## src/adc_ctrl_pkg.sv

```systemverilog
// Constants, register map and timing tables of the dual converter control block.
// Assumes a 250 MHz system clock and one AHB-Lite master.
package adc_ctrl_pkg;

    // ------------------------------------------------------------
    // Register byte offsets
    // ------------------------------------------------------------
    localparam logic [7:0] OFS_CTL0 = 8'h00;
    localparam logic [7:0] OFS_CTL1 = 8'h04;
    localparam logic [7:0] OFS_CFG0 = 8'h08;
    localparam logic [7:0] OFS_CFG1 = 8'h0C;
    localparam logic [7:0] OFS_MUX = 8'h10;
    localparam logic [7:0] OFS_REF0 = 8'h14;
    localparam logic [7:0] OFS_REF1 = 8'h18;
    localparam logic [7:0] OFS_RES0_HI = 8'h1C;
    localparam logic [7:0] OFS_RES0_LO = 8'h20;
    localparam logic [7:0] OFS_RES1_HI = 8'h24;
    localparam logic [7:0] OFS_RES1_LO = 8'h28;

    // ------------------------------------------------------------
    // Field positions
    // ------------------------------------------------------------
    localparam int CTL_EN_BIT = 7;
    localparam int CTL_TM_BIT = 6;
    localparam int CTL_DONE_BIT = 5;
    localparam int CTL_BUSY_BIT = 4;
    localparam int CTL_IE_BIT = 3;
    localparam int CFG_DIV_LSB = 4;
    localparam int CFG_GCAL_BIT = 2;
    localparam int CFG_OCAL_BIT = 0;
    localparam int MUX_DIFF_BIT = 6;
    localparam int REF_BIAS_BIT = 1;
    localparam int REF_BUF_BIT = 0;

    // ------------------------------------------------------------
    // Reset values and encodings
    // ------------------------------------------------------------
    localparam logic [7:0] CTL_RESET = 8'h00;
    localparam logic [7:0] CFG_RESET = 8'hF0;
    localparam logic [1:0] REF_RESET = 2'h0;
    localparam logic [2:0] SRC_SW = 3'h0;
    localparam logic [2:0] SRC_T3 = 3'h1;
    localparam logic [2:0] SRC_EXT = 3'h2;
    localparam logic [2:0] SRC_T2 = 3'h3;
    localparam logic [2:0] SRC_SW_FIRST = 3'h4;

    // ------------------------------------------------------------
    // Conversion durations in system clocks, indexed by divider code
    // ------------------------------------------------------------
    localparam logic [15:0][9:0] CONV_TIME_TM0 = {
        10'h12C, 10'h11A, 10'h107, 10'h0F5, 10'h0E2, 10'h0D0, 10'h0BD, 10'h0AB,
        10'h098, 10'h086, 10'h073, 10'h061, 10'h04E, 10'h03A, 10'h028, 10'h015};
    localparam logic [15:0][9:0] CONV_TIME_TM1 = {
        10'h22C, 10'h20A, 10'h1E7, 10'h1C5, 10'h1A2, 10'h180, 10'h15D, 10'h13B,
        10'h118, 10'h0F6, 10'h0D3, 10'h0B1, 10'h08E, 10'h06A, 10'h048, 10'h026};

    function automatic logic [9:0] conv_len(input logic [3:0] code);
        return CONV_TIME_TM0[code];
    endfunction : conv_len

    function automatic logic [9:0] track_len(input logic [3:0] code);
        return CONV_TIME_TM1[code] - CONV_TIME_TM0[code];
    endfunction : track_len

endpackage : adc_ctrl_pkg

```

## src/dual_adc_ctrl.sv

```systemverilog
// Control block of two successive-approximation converters with AHB-Lite registers.
// Assumes one AHB-Lite master, synchronous start and timer inputs, analog results on ports.
`timescale 1ns/1ps
`default_nettype none

module dual_adc_ctrl
    import adc_ctrl_pkg::*;
(
    input wire logic hclk,
    input wire logic hresetn,
    input wire logic hsel,
    input wire logic [31:0] haddr,
    input wire logic [1:0] htrans,
    input wire logic hwrite,
    input wire logic [2:0] hsize,
    input wire logic [31:0] hwdata,
    input wire logic hready,
    output logic hreadyout,
    output logic hresp,
    output logic [31:0] hrdata,
    input wire logic timer3_overflow,
    input wire logic timer2_overflow,
    input wire logic first_ext_start_pin,
    input wire logic second_ext_start_pin,
    input wire logic [15:0] first_sample_data,
    input wire logic [15:0] second_sample_data,
    input wire logic [15:0] diff_sample_data,
    output logic first_converter_busy,
    output logic second_converter_busy,
    output logic first_conv_clk,
    output logic second_conv_clk,
    output logic first_tracking,
    output logic second_tracking,
    output logic first_shutdown,
    output logic second_shutdown,
    output logic first_gain_cal,
    output logic first_offset_cal,
    output logic second_gain_cal,
    output logic second_offset_cal,
    output logic first_bias_generator_enable,
    output logic second_bias_generator_enable,
    output logic first_reference_buffer_enable,
    output logic second_reference_buffer_enable,
    output logic first_done_irq,
    output logic second_done_irq
);
    // ------------------------------------------------------------
    // State
    // ------------------------------------------------------------
    typedef struct packed {
        logic wr_pend;
        logic [7:0] wr_addr;
        logic [7:0] ctl0;
        logic [7:0] ctl1;
        logic [7:0] cfg0;
        logic [7:0] cfg1;
        logic diff;
        logic [1:0] ref0;
        logic [1:0] ref1;
        logic done0;
        logic done1;
        logic [15:0] res0;
        logic [15:0] res1;
        logic [31:0] rdata;
    } ctrl_state_type;

    ctrl_state_type s_r;
    ctrl_state_type s_nxt;

    logic busy0;
    logic busy1;
    logic fin0;
    logic fin1;
    logic ext_rise0;
    logic ext_rise1;
    logic sw_busy0;
    logic sw_busy1;
    logic start0;
    logic start1;
    logic en0;
    logic en1;
    logic tm0;
    logic tm1;
    logic skip0;
    logic skip1;
    logic [3:0] div0;
    logic [3:0] div1;
    logic addr_phase;
    logic wr_data;

    // ------------------------------------------------------------
    // Helpers
    // ------------------------------------------------------------
    // Start source selected by a start-mode code
    function automatic logic start_pick(
        input logic [2:0] mode,
        input logic sw,
        input logic t3,
        input logic ext,
        input logic t2,
        input logic sw_first
    );
        logic hit;
        hit = 1'b0;
        unique case (mode)
            SRC_SW: hit = sw;
            SRC_T3: hit = t3;
            SRC_EXT: hit = ext;
            SRC_T2: hit = t2;
            SRC_SW_FIRST: hit = sw_first;
            default: hit = 1'b0;
        endcase
        return hit;
    endfunction : start_pick

    // Control register image with live busy and done bits
    function automatic logic [31:0] ctl_image(
        input logic [7:0] ctl,
        input logic done,
        input logic busy
    );
        logic [7:0] img;
        img = ctl;
        img[CTL_DONE_BIT] = done;
        img[CTL_BUSY_BIT] = busy;
        return {24'h0000_00, img};
    endfunction : ctl_image

    // ------------------------------------------------------------
    // Bus decode
    // ------------------------------------------------------------
    assign addr_phase = hsel && hready && htrans[1];
    assign wr_data = s_r.wr_pend;
    // Writing 1 to a busy bit is a software start request
    assign sw_busy0 = wr_data && (s_r.wr_addr == OFS_CTL0) && hwdata[CTL_BUSY_BIT];
    assign sw_busy1 = wr_data && (s_r.wr_addr == OFS_CTL1) && hwdata[CTL_BUSY_BIT];

    // ------------------------------------------------------------
    // Converter settings and start selection
    // ------------------------------------------------------------
    assign en0 = s_r.ctl0[CTL_EN_BIT];
    assign tm0 = s_r.ctl0[CTL_TM_BIT];
    assign div0 = s_r.cfg0[CFG_DIV_LSB +: 4];
    assign start0 = start_pick({1'b0, s_r.ctl0[1:0]}, sw_busy0, timer3_overflow,
                               ext_rise0, timer2_overflow, 1'b0);
    assign skip0 = ({1'b0, s_r.ctl0[1:0]} == SRC_EXT);

    always_comb begin
        en1 = s_r.ctl1[CTL_EN_BIT];
        tm1 = s_r.ctl1[CTL_TM_BIT];
        div1 = s_r.cfg1[CFG_DIV_LSB +: 4];
        skip1 = (s_r.ctl1[2:0] == SRC_EXT);
        start1 = start_pick(s_r.ctl1[2:0], sw_busy1, timer3_overflow, ext_rise1,
                            timer2_overflow, sw_busy0);
        if (s_r.diff) begin
            // Paired mode slaves the second converter to the first, its divider only while its calibration bits are clear
            en1 = en0;
            tm1 = tm0;
            skip1 = skip0;
            start1 = start0;
            if (!(s_r.cfg1[CFG_GCAL_BIT] || s_r.cfg1[CFG_OCAL_BIT])) begin
                div1 = div0;
            end
        end
    end

    // ------------------------------------------------------------
    // Register file
    // ------------------------------------------------------------
    always_comb begin
        s_nxt = s_r;
        // Address phase
        s_nxt.wr_pend = addr_phase && hwrite;
        if (addr_phase) begin
            s_nxt.wr_addr = haddr[7:0];
        end
        if (addr_phase && !hwrite) begin
            unique case (haddr[7:0])
                OFS_CTL0: s_nxt.rdata = ctl_image(s_r.ctl0, s_r.done0, busy0);
                OFS_CTL1: s_nxt.rdata = ctl_image(s_r.ctl1, s_r.done1, busy1);
                OFS_CFG0: s_nxt.rdata = {24'h0000_00, s_r.cfg0};
                OFS_CFG1: s_nxt.rdata = {24'h0000_00, s_r.cfg1};
                OFS_MUX: s_nxt.rdata = {25'h000_0000, s_r.diff, 6'h00};
                OFS_REF0: s_nxt.rdata = {30'h0000_0000, s_r.ref0};
                OFS_REF1: s_nxt.rdata = {30'h0000_0000, s_r.ref1};
                OFS_RES0_HI: s_nxt.rdata = {24'h0000_00, s_r.res0[15:8]};
                OFS_RES0_LO: s_nxt.rdata = {24'h0000_00, s_r.res0[7:0]};
                OFS_RES1_HI: s_nxt.rdata = {24'h0000_00, s_r.res1[15:8]};
                OFS_RES1_LO: s_nxt.rdata = {24'h0000_00, s_r.res1[7:0]};
                default: s_nxt.rdata = 32'h0000_0000;
            endcase
        end

        // Data phase of a write
        if (wr_data) begin
            unique case (s_r.wr_addr)
                OFS_CTL0: begin
                    s_nxt.ctl0 = hwdata[7:0] & 8'hCB;
                    if (!hwdata[CTL_DONE_BIT]) begin
                        s_nxt.done0 = 1'b0;
                    end
                end
                OFS_CTL1: begin
                    s_nxt.ctl1 = hwdata[7:0] & 8'hCF;
                    if (!hwdata[CTL_DONE_BIT]) begin
                        s_nxt.done1 = 1'b0;
                    end
                end
                OFS_CFG0: s_nxt.cfg0 = hwdata[7:0];
                OFS_CFG1: s_nxt.cfg1 = hwdata[7:0];
                OFS_MUX: s_nxt.diff = hwdata[MUX_DIFF_BIT];
                OFS_REF0: s_nxt.ref0 = hwdata[1:0];
                OFS_REF1: s_nxt.ref1 = hwdata[1:0];
                default: s_nxt.ctl0 = s_nxt.ctl0;
            endcase
        end

        // Completion sets the flag and wins over a clear in the same cycle
        if (fin0) begin
            s_nxt.done0 = 1'b1;
            s_nxt.res0 = s_r.diff ? diff_sample_data : first_sample_data;
        end
        if (fin1) begin
            s_nxt.done1 = 1'b1;
            if (!s_r.diff) begin
                s_nxt.res1 = second_sample_data;
            end
        end
    end

    always_ff @(posedge hclk or negedge hresetn) begin
        if (!hresetn) begin
            s_r <= '{ctl0: CTL_RESET, ctl1: CTL_RESET, cfg0: CFG_RESET, cfg1: CFG_RESET,
                     ref0: REF_RESET, ref1: REF_RESET, default: '0};
        end else begin
            s_r <= s_nxt;
        end
    end

    // ------------------------------------------------------------
    // External start edges
    // ------------------------------------------------------------
    start_edge_detect u_edge0 (
        .hclk(hclk),
        .hresetn(hresetn),
        .level(first_ext_start_pin),
        .rise(ext_rise0)
    );

    start_edge_detect u_edge1 (
        .hclk(hclk),
        .hresetn(hresetn),
        .level(second_ext_start_pin),
        .rise(ext_rise1)
    );

    // ------------------------------------------------------------
    // Converter sequencers
    // ------------------------------------------------------------
    conv_sequencer u_seq0 (
        .hclk(hclk),
        .hresetn(hresetn),
        .enable(en0),
        .tracking_mode(tm0),
        .skip_track(skip0),
        .start(start0),
        .div_code(div0),
        .busy(busy0),
        .done(fin0),
        .tracking(first_tracking),
        .conv_clk(first_conv_clk),
        .shutdown(first_shutdown)
    );

    conv_sequencer u_seq1 (
        .hclk(hclk),
        .hresetn(hresetn),
        .enable(en1),
        .tracking_mode(tm1),
        .skip_track(skip1),
        .start(start1),
        .div_code(div1),
        .busy(busy1),
        .done(fin1),
        .tracking(second_tracking),
        .conv_clk(second_conv_clk),
        .shutdown(second_shutdown)
    );

    // ------------------------------------------------------------
    // Outputs
    // ------------------------------------------------------------
    assign hreadyout = 1'b1;
    assign hresp = 1'b0;
    assign hrdata = s_r.rdata;
    assign first_converter_busy = busy0;
    assign second_converter_busy = busy1;
    assign first_done_irq = s_r.done0 & s_r.ctl0[CTL_IE_BIT];
    assign second_done_irq = s_r.done1 & s_r.ctl1[CTL_IE_BIT];
    assign first_gain_cal = s_r.cfg0[CFG_GCAL_BIT];
    assign first_offset_cal = s_r.cfg0[CFG_OCAL_BIT];
    assign second_gain_cal = s_r.cfg1[CFG_GCAL_BIT];
    assign second_offset_cal = s_r.cfg1[CFG_OCAL_BIT];
    assign first_bias_generator_enable = s_r.ref0[REF_BIAS_BIT];
    assign second_bias_generator_enable = s_r.ref1[REF_BIAS_BIT];
    assign first_reference_buffer_enable = s_r.ref0[REF_BUF_BIT];
    assign second_reference_buffer_enable = s_r.ref1[REF_BUF_BIT];

    // Bus width and size are not checked: only whole-word singles are issued
    logic unused_ok;
    assign unused_ok = ^{haddr[31:8], hsize, htrans[0], hwdata[31:8]};
endmodule : dual_adc_ctrl
`default_nettype wire

```

## src/start_edge_detect.sv

```systemverilog
// Rising edge detector for an external start-of-conversion input.
// Assumes the input is synchronous to hclk.
`timescale 1ns/1ps
`default_nettype none
module start_edge_detect
    import adc_ctrl_pkg::*;
(
    input wire logic hclk,
    input wire logic hresetn,
    input wire logic level,
    output logic rise
);
    typedef struct packed {
        logic prev;
    } edge_state_type;

    edge_state_type s_r;
    edge_state_type s_nxt;

    always_comb begin
        s_nxt = s_r;
        s_nxt.prev = level;
    end

    always_ff @(posedge hclk or negedge hresetn) begin
        if (!hresetn) begin
            s_r <= '0;
        end else begin
            s_r <= s_nxt;
        end
    end

    // Only a low-to-high step starts a conversion
    assign rise = level & ~s_r.prev;
endmodule : start_edge_detect
`default_nettype wire

```

## src/conv_sequencer.sv

```systemverilog
// Track, convert and completion sequencing of one converter.
// Assumes start is a one-cycle pulse in hclk.
`timescale 1ns/1ps
`default_nettype none
module conv_sequencer
    import adc_ctrl_pkg::*;
(
    input wire logic hclk,
    input wire logic hresetn,
    input wire logic enable,
    input wire logic tracking_mode,
    input wire logic skip_track,
    input wire logic start,
    input wire logic [3:0] div_code,
    output logic busy,
    output logic done,
    output logic tracking,
    output logic conv_clk,
    output logic shutdown
);
    typedef enum logic [1:0] {PH_IDLE, PH_TRACK, PH_CONV} phase_type;
    typedef struct packed {
        phase_type phase;
        logic [9:0] cnt;
        logic [3:0] div;
        logic clk;
        logic done;
    } seq_state_type;

    seq_state_type s_r;
    seq_state_type s_nxt;

    always_comb begin
        s_nxt = s_r;
        s_nxt.done = 1'b0;
        s_nxt.clk = 1'b0;
        unique case (s_r.phase)
            PH_IDLE: begin
                // Starts while busy never reach here
                if (enable && start) begin
                    s_nxt.div = 4'h0;
                    if (tracking_mode && !skip_track) begin
                        s_nxt.phase = PH_TRACK;
                        s_nxt.cnt = track_len(div_code) - 10'h001;
                    end else begin
                        s_nxt.phase = PH_CONV;
                        s_nxt.cnt = conv_len(div_code) - 10'h001;
                    end
                end
            end
            PH_TRACK: begin
                if (s_r.cnt == 10'h000) begin
                    s_nxt.phase = PH_CONV;
                    s_nxt.cnt = conv_len(div_code) - 10'h001;
                end else begin
                    s_nxt.cnt = s_r.cnt - 10'h001;
                end
            end
            PH_CONV: begin
                // Conversion clock period is code plus one system clocks
                if (s_r.div == div_code) begin
                    s_nxt.div = 4'h0;
                    s_nxt.clk = (s_r.cnt != 10'h000);
                end else begin
                    s_nxt.div = s_r.div + 4'h1;
                end
                if (s_r.cnt == 10'h000) begin
                    s_nxt.phase = PH_IDLE;
                    s_nxt.done = 1'b1;
                end else begin
                    s_nxt.cnt = s_r.cnt - 10'h001;
                end
            end
        endcase
        // Disabled converter drops to shutdown at once
        if (!enable) begin
            s_nxt.phase = PH_IDLE;
            s_nxt.done = 1'b0;
            s_nxt.clk = 1'b0;
        end
    end

    always_ff @(posedge hclk or negedge hresetn) begin
        if (!hresetn) begin
            s_r <= '{phase: PH_IDLE, default: '0};
        end else begin
            s_r <= s_nxt;
        end
    end

    assign busy = (s_r.phase != PH_IDLE);
    assign done = s_r.done;
    assign tracking = enable && (s_r.phase != PH_CONV);
    assign conv_clk = s_r.clk;
    assign shutdown = ~enable;
endmodule : conv_sequencer
`default_nettype wire

```

## config.mk

```make
export PLATFORM = sky130hd
export DESIGN_NAME = dual_adc_ctrl
export DESIGN_NICKNAME = d
export VERILOG_FILES = /design/src/adc_ctrl_pkg.sv /design/src/dual_adc_ctrl.sv /design/src/start_edge_detect.sv /design/src/conv_sequencer.sv
export SDC_FILE = /design/constraint.sdc
export NUM_CORES = 1
export LEC_CHECK = 0
export ABC_CLOCK_PERIOD_IN_PS = 12790
export BUFFER_PORTS_ARGS = -buffer_cell sky130_fd_sc_hd__buf_2
export CELL_PAD_IN_SITES_DETAIL_PLACEMENT = 1
export CELL_PAD_IN_SITES_GLOBAL_PLACEMENT = 1
export CORE_ASPECT_RATIO = 1.4
export CORE_UTILIZATION = 35
export CTS_BUF_LIST = sky130_fd_sc_hd__clkbuf_8
export DETAILED_ROUTE_END_ITERATION = 12
export PLACE_DENSITY_LB_ADDON = 0.3
export SLEW_MARGIN = 40
export SYNTH_ARGS = -nofsm -noshare
export SYNTH_HDL_FRONTEND = slang
export SYNTH_SLANG_ARGS = --single-unit
```

## constraint.sdc

```tcl
create_clock -name hclk -period 12.79 [get_ports hclk]
set_clock_uncertainty 0.05 [all_clocks]
set_input_delay 1.9185 -clock hclk [delete_from_list [all_inputs] [get_ports hclk]]
set_output_delay 1.9185 -clock hclk [all_outputs]
set_load 0.01 [all_outputs]
```

==> run_results.csv <==
group,metric,value,unit
critical_path,crit_arrival,5.80,ns
die,initial_core_util,35.9,%
routing,drt-initial-drc-count,271,
clocking,root_buffer,"clkbuf_8",
critical_path,reg2reg_depth,13,
clocking,hold_buffers,0,
die,rows,68,
critical_path,cp_max_fo,19,
timing,fin_crit_sh,42.7,%
power_and_ir_drop,p_per_area,152,mW/mm²
worst_hold_path,worstHoldEndpoint,"hrdata[2]",
clocking,cts_sinks,121,
timing,tightest_slew,0.822,ns
die,io-pin-count,178,
clocking,clock_latency,0.47,ns
routing,num_vias,7708,
timing,finalSetupViolCount,0,
final_layout,fin_area,0.00990,mm²
global_routing,grt_max_degree,52,
power_and_ir_drop,total_power,0.00150,W
timing,fin_tns_setup,0,ns
clocking,h-tree-depth,4,
routing,drt_wl_total,27800,µm
outcome,status,"completed",
final_layout,diodes,0,
worst_hold_path,holdCritPathClass,"reg -> reg",
worst_hold_path,hold_start,"hrdata[2]",
routing,vias_per_cell,5.52,
clocking,cts_tree,"done",
critical_path,cp_cell_sequence,"or3b_1 -> mux2i_1 -> inv_1 -> ha_1 -> mux2_2 -> inv_1 -> ha_1 -> a21o_1 -> maj3_1 -> a221o_1 -> a21oi_1 -> mux2_2 -> o31ai_1",
timing,max_freq,183,MHz
die,die_w,137,µm
run,cap_violations,0,
critical_path,reg2reg_slack,7.32,ns
placement,dp_hpwl,21800,µm
power_and_ir_drop,peakVddDrop,0.115,mV
timing,hold_violations,0,
critical_path,cp.required,13.12,ns
critical_path,r2r-start,"s_r[70]",
placement,dp_slack,7.38,ns
final_layout,area_growth,10.9,%
clocking,cts.clk_slew.worst_paths,0.07,ns
clocking,post-cts-setup-buffer-count,0,
placement,placed_area,0.00953,mm²
logic_synthesis,syn_avg_cell_area,8.95,µm²
critical_path,worst_setup_path_end_kind,"flip-flop",
logic_synthesis,synth_seq_area_share,34.0,%
clocking,cts.repair.resized,0,
global_routing,antenna_found_initial,0,
die,die_area,0.0262,mm²
timing,slew_headroom,45.0,%
logic_synthesis,netlist_area,0.00893,mm²
worst_hold_path,worstHoldPathCells,1,
logic_synthesis,synth_cell_types,80,
logic_synthesis,ys_warn_count,0,
critical_path,critPathKind,"reg -> reg",
logic_synthesis,synth-async-reset-ratio,100,%
clocking,clock_path_buffers,2,
routing,drc,0,
global_routing,track_usage,22.4,%
die,chipHeight,191,µm
timing,finalWorstSetupSlack,7.32,ns
critical_path,slowest_stage,"mux2i_1",
critical_path,critPathLaunch,"s_r[70]",
power_and_ir_drop,p_leak,4.49,nW
routing,wl_met2,15000,µm
logic_synthesis,ys.flop_type,"dfrtp_1",
routing,wire_per_inst,19.9,µm
global_routing,grt_pass1_vias,8241,
critical_path,start_kind,"flip-flop",
final_layout,drive_gt1_share,21.3,%
routing,drt-met1-wl,10600,µm
routing,top_layer_used,"met4",
critical_path,r2r_end,"u_seq1.s_r[15]",
global_routing,grt-ovfl-total,0,
critical_path,cpPeakStageDelay,0.72,ns
logic_synthesis,synthCells,997,
timing,rsz0062_at_grt,"false",
routing,drt_first_pass_iters,4,
timing,min_period,5.47,ns
timing,finalMaxSlewViolations,0,
routing,wl_met3,961,µm
global_routing,grt_pass1_wl,44400,µm
routing,ant_nets,0,
logic_synthesis,synth-seq-cells,121,
logic_synthesis,synth_edf_count,0,
final_layout,nFillCells,2997,
die,coreArea,0.0248,mm²
placement,numPortBuffers,99,
final_layout,layout.nets,1242,
placement,place_congestion,0.838,
final_layout,post-route-util,39.9,%
clocking,cts_buffers,17,
==> worst max-delay path, delay by kind of cell (launching register included) <==
family          cells  cell delay, ns
flops               1            0.64
mux                 3            1.52
buf+inv             2            0.35
compound gates      4            0.88
fa+ha+maj           3            1.22
simple gates        1            0.71
==> layer usage <==
| metal | global-route usage, % | vias up |
|---|---|---|
| li1 | - | 3674 |
| met1 | 23.3 | 3779 |
| met2 | 41.9 | 191 |
| met3 | 3.90 | 64 |
| met4 | 12.3 | 0 |
| met5 | 0 | - |
==> stage by stage <==
stage / hold WS (ns) / instances
2_1_floorplan: 0.376 / 1021
3_3_place_gp: 0.408 / 1364
3_5_place_dp: 0.411 / 1364
4_1_cts: 0.428 / 1396
5_1_grt: 0.446 / 1396
6_report: 0.426 / 1396
==> final cells by class <==
type	instances	area, µm²	area share, %
tap	315	394	3.98
multi-input combinational	775	5370	54.2
clock buffer	19	262	2.64
inverter	46	178	1.79
clock inverter	13	105	1.06
timing repair buffer	107	558	5.63
sequential	121	3040	30.7
==> flip-flops by register name, indices dropped and copies added (netlist names), 4 cells and up <==
name and count:
s_r 61, u_seq0.s_r 16, u_seq1.s_r 16, hrdata 8, div0 4
==> layout by cell type, fill, tap and decap left out, types with 5 or more instances in the layout <==
cell type  instances
a211oi_1          16
a21o_1            18
a21oi_1           68
a221oi_1           9
a222oi_1           6
a22o_1             5
a22oi_1           13
a31oi_1           14
and2_1             6
and3_1             6
buf_2             98
buf_4              9
clkbuf_8          19
conb_1            26
dfrtp_1          112
dfstp_2            8
ha_1              46
inv_1             46
mux2_2            56
mux2i_1           34
nand2_1           80
nand2b_1          18
nand3_1           17
nand4_1            6
nor2_1            85
nor2b_1           11
nor3_1            22
nor4_1             8
o211ai_1           6
o21a_1             8
o21ai_0           58
o21bai_1           5
o221ai_1           5
o31ai_1            6
or2_2              8
xnor2_1           25
xor2_1            17
==> how the worst max path moves through the flow <==
stage	end	slack, ns	cells after the start
5_1_grt	u_seq1.s_r[15]	7.05	13
3_5_place_dp	u_seq1.s_r[15]	7.38	13
3_3_place_gp	u_seq1.s_r[15]	7.45	13
4_1_cts	u_seq1.s_r[15]	7.34	13
6_report	u_seq1.s_r[15]	7.32	13
2_1_floorplan	u_seq1.s_r[15]	8.09	16
==> Yosys cell counts (11+ instances only) <==
library cell / instances / area, µm²
xnor2_1: 25 / 219
inv_1: 44 / 165
buf_4: 34 / 255
o21ai_0: 58 / 290
nand3_1: 17 / 85.1
a22oi_1: 13 / 97.6
a211oi_1: 16 / 120
nor3_1: 24 / 120
nor2b_1: 11 / 68.8
dfrtp_1: 113 / 2830
a21o_1: 18 / 135
nor2_1: 85 / 319
nand2_1: 80 / 300
a21oi_1: 68 / 340
ha_1: 46 / 576
clkbuf_1: 31 / 116
a31oi_1: 14 / 87.6
mux2i_1: 36 / 360
xor2_1: 17 / 149
nand2b_1: 18 / 113
mux2_2: 56 / 631
==> kinds of logic (layout without fill, tap and decap cells) <==
logic type | Yosys count | after routing | share of synthesized area (%)
buffers and inverters | 125 | 185 | 7.16
other | 2 | 26 | 0.0841
AO/OA/AOI/OAI | 275 | 275 | 20.4
adder cells (fa/ha/maj) | 50 | 50 | 7.12
AND/OR/NAND/NOR | 289 | 289 | 15.8
flip-flops | 121 | 121 | 34.0
XOR/XNOR | 42 | 42 | 4.12
multiplexers | 93 | 93 | 11.4
==> report_power, final <==
part           internal [W]  total (W)  switching (W)
Sequential         0.000473   0.000564      0.0000911
Clock              0.000162   0.000333       0.000172
Combinational      0.000244   0.000605       0.000361
(Power assumes the default switching activity.)
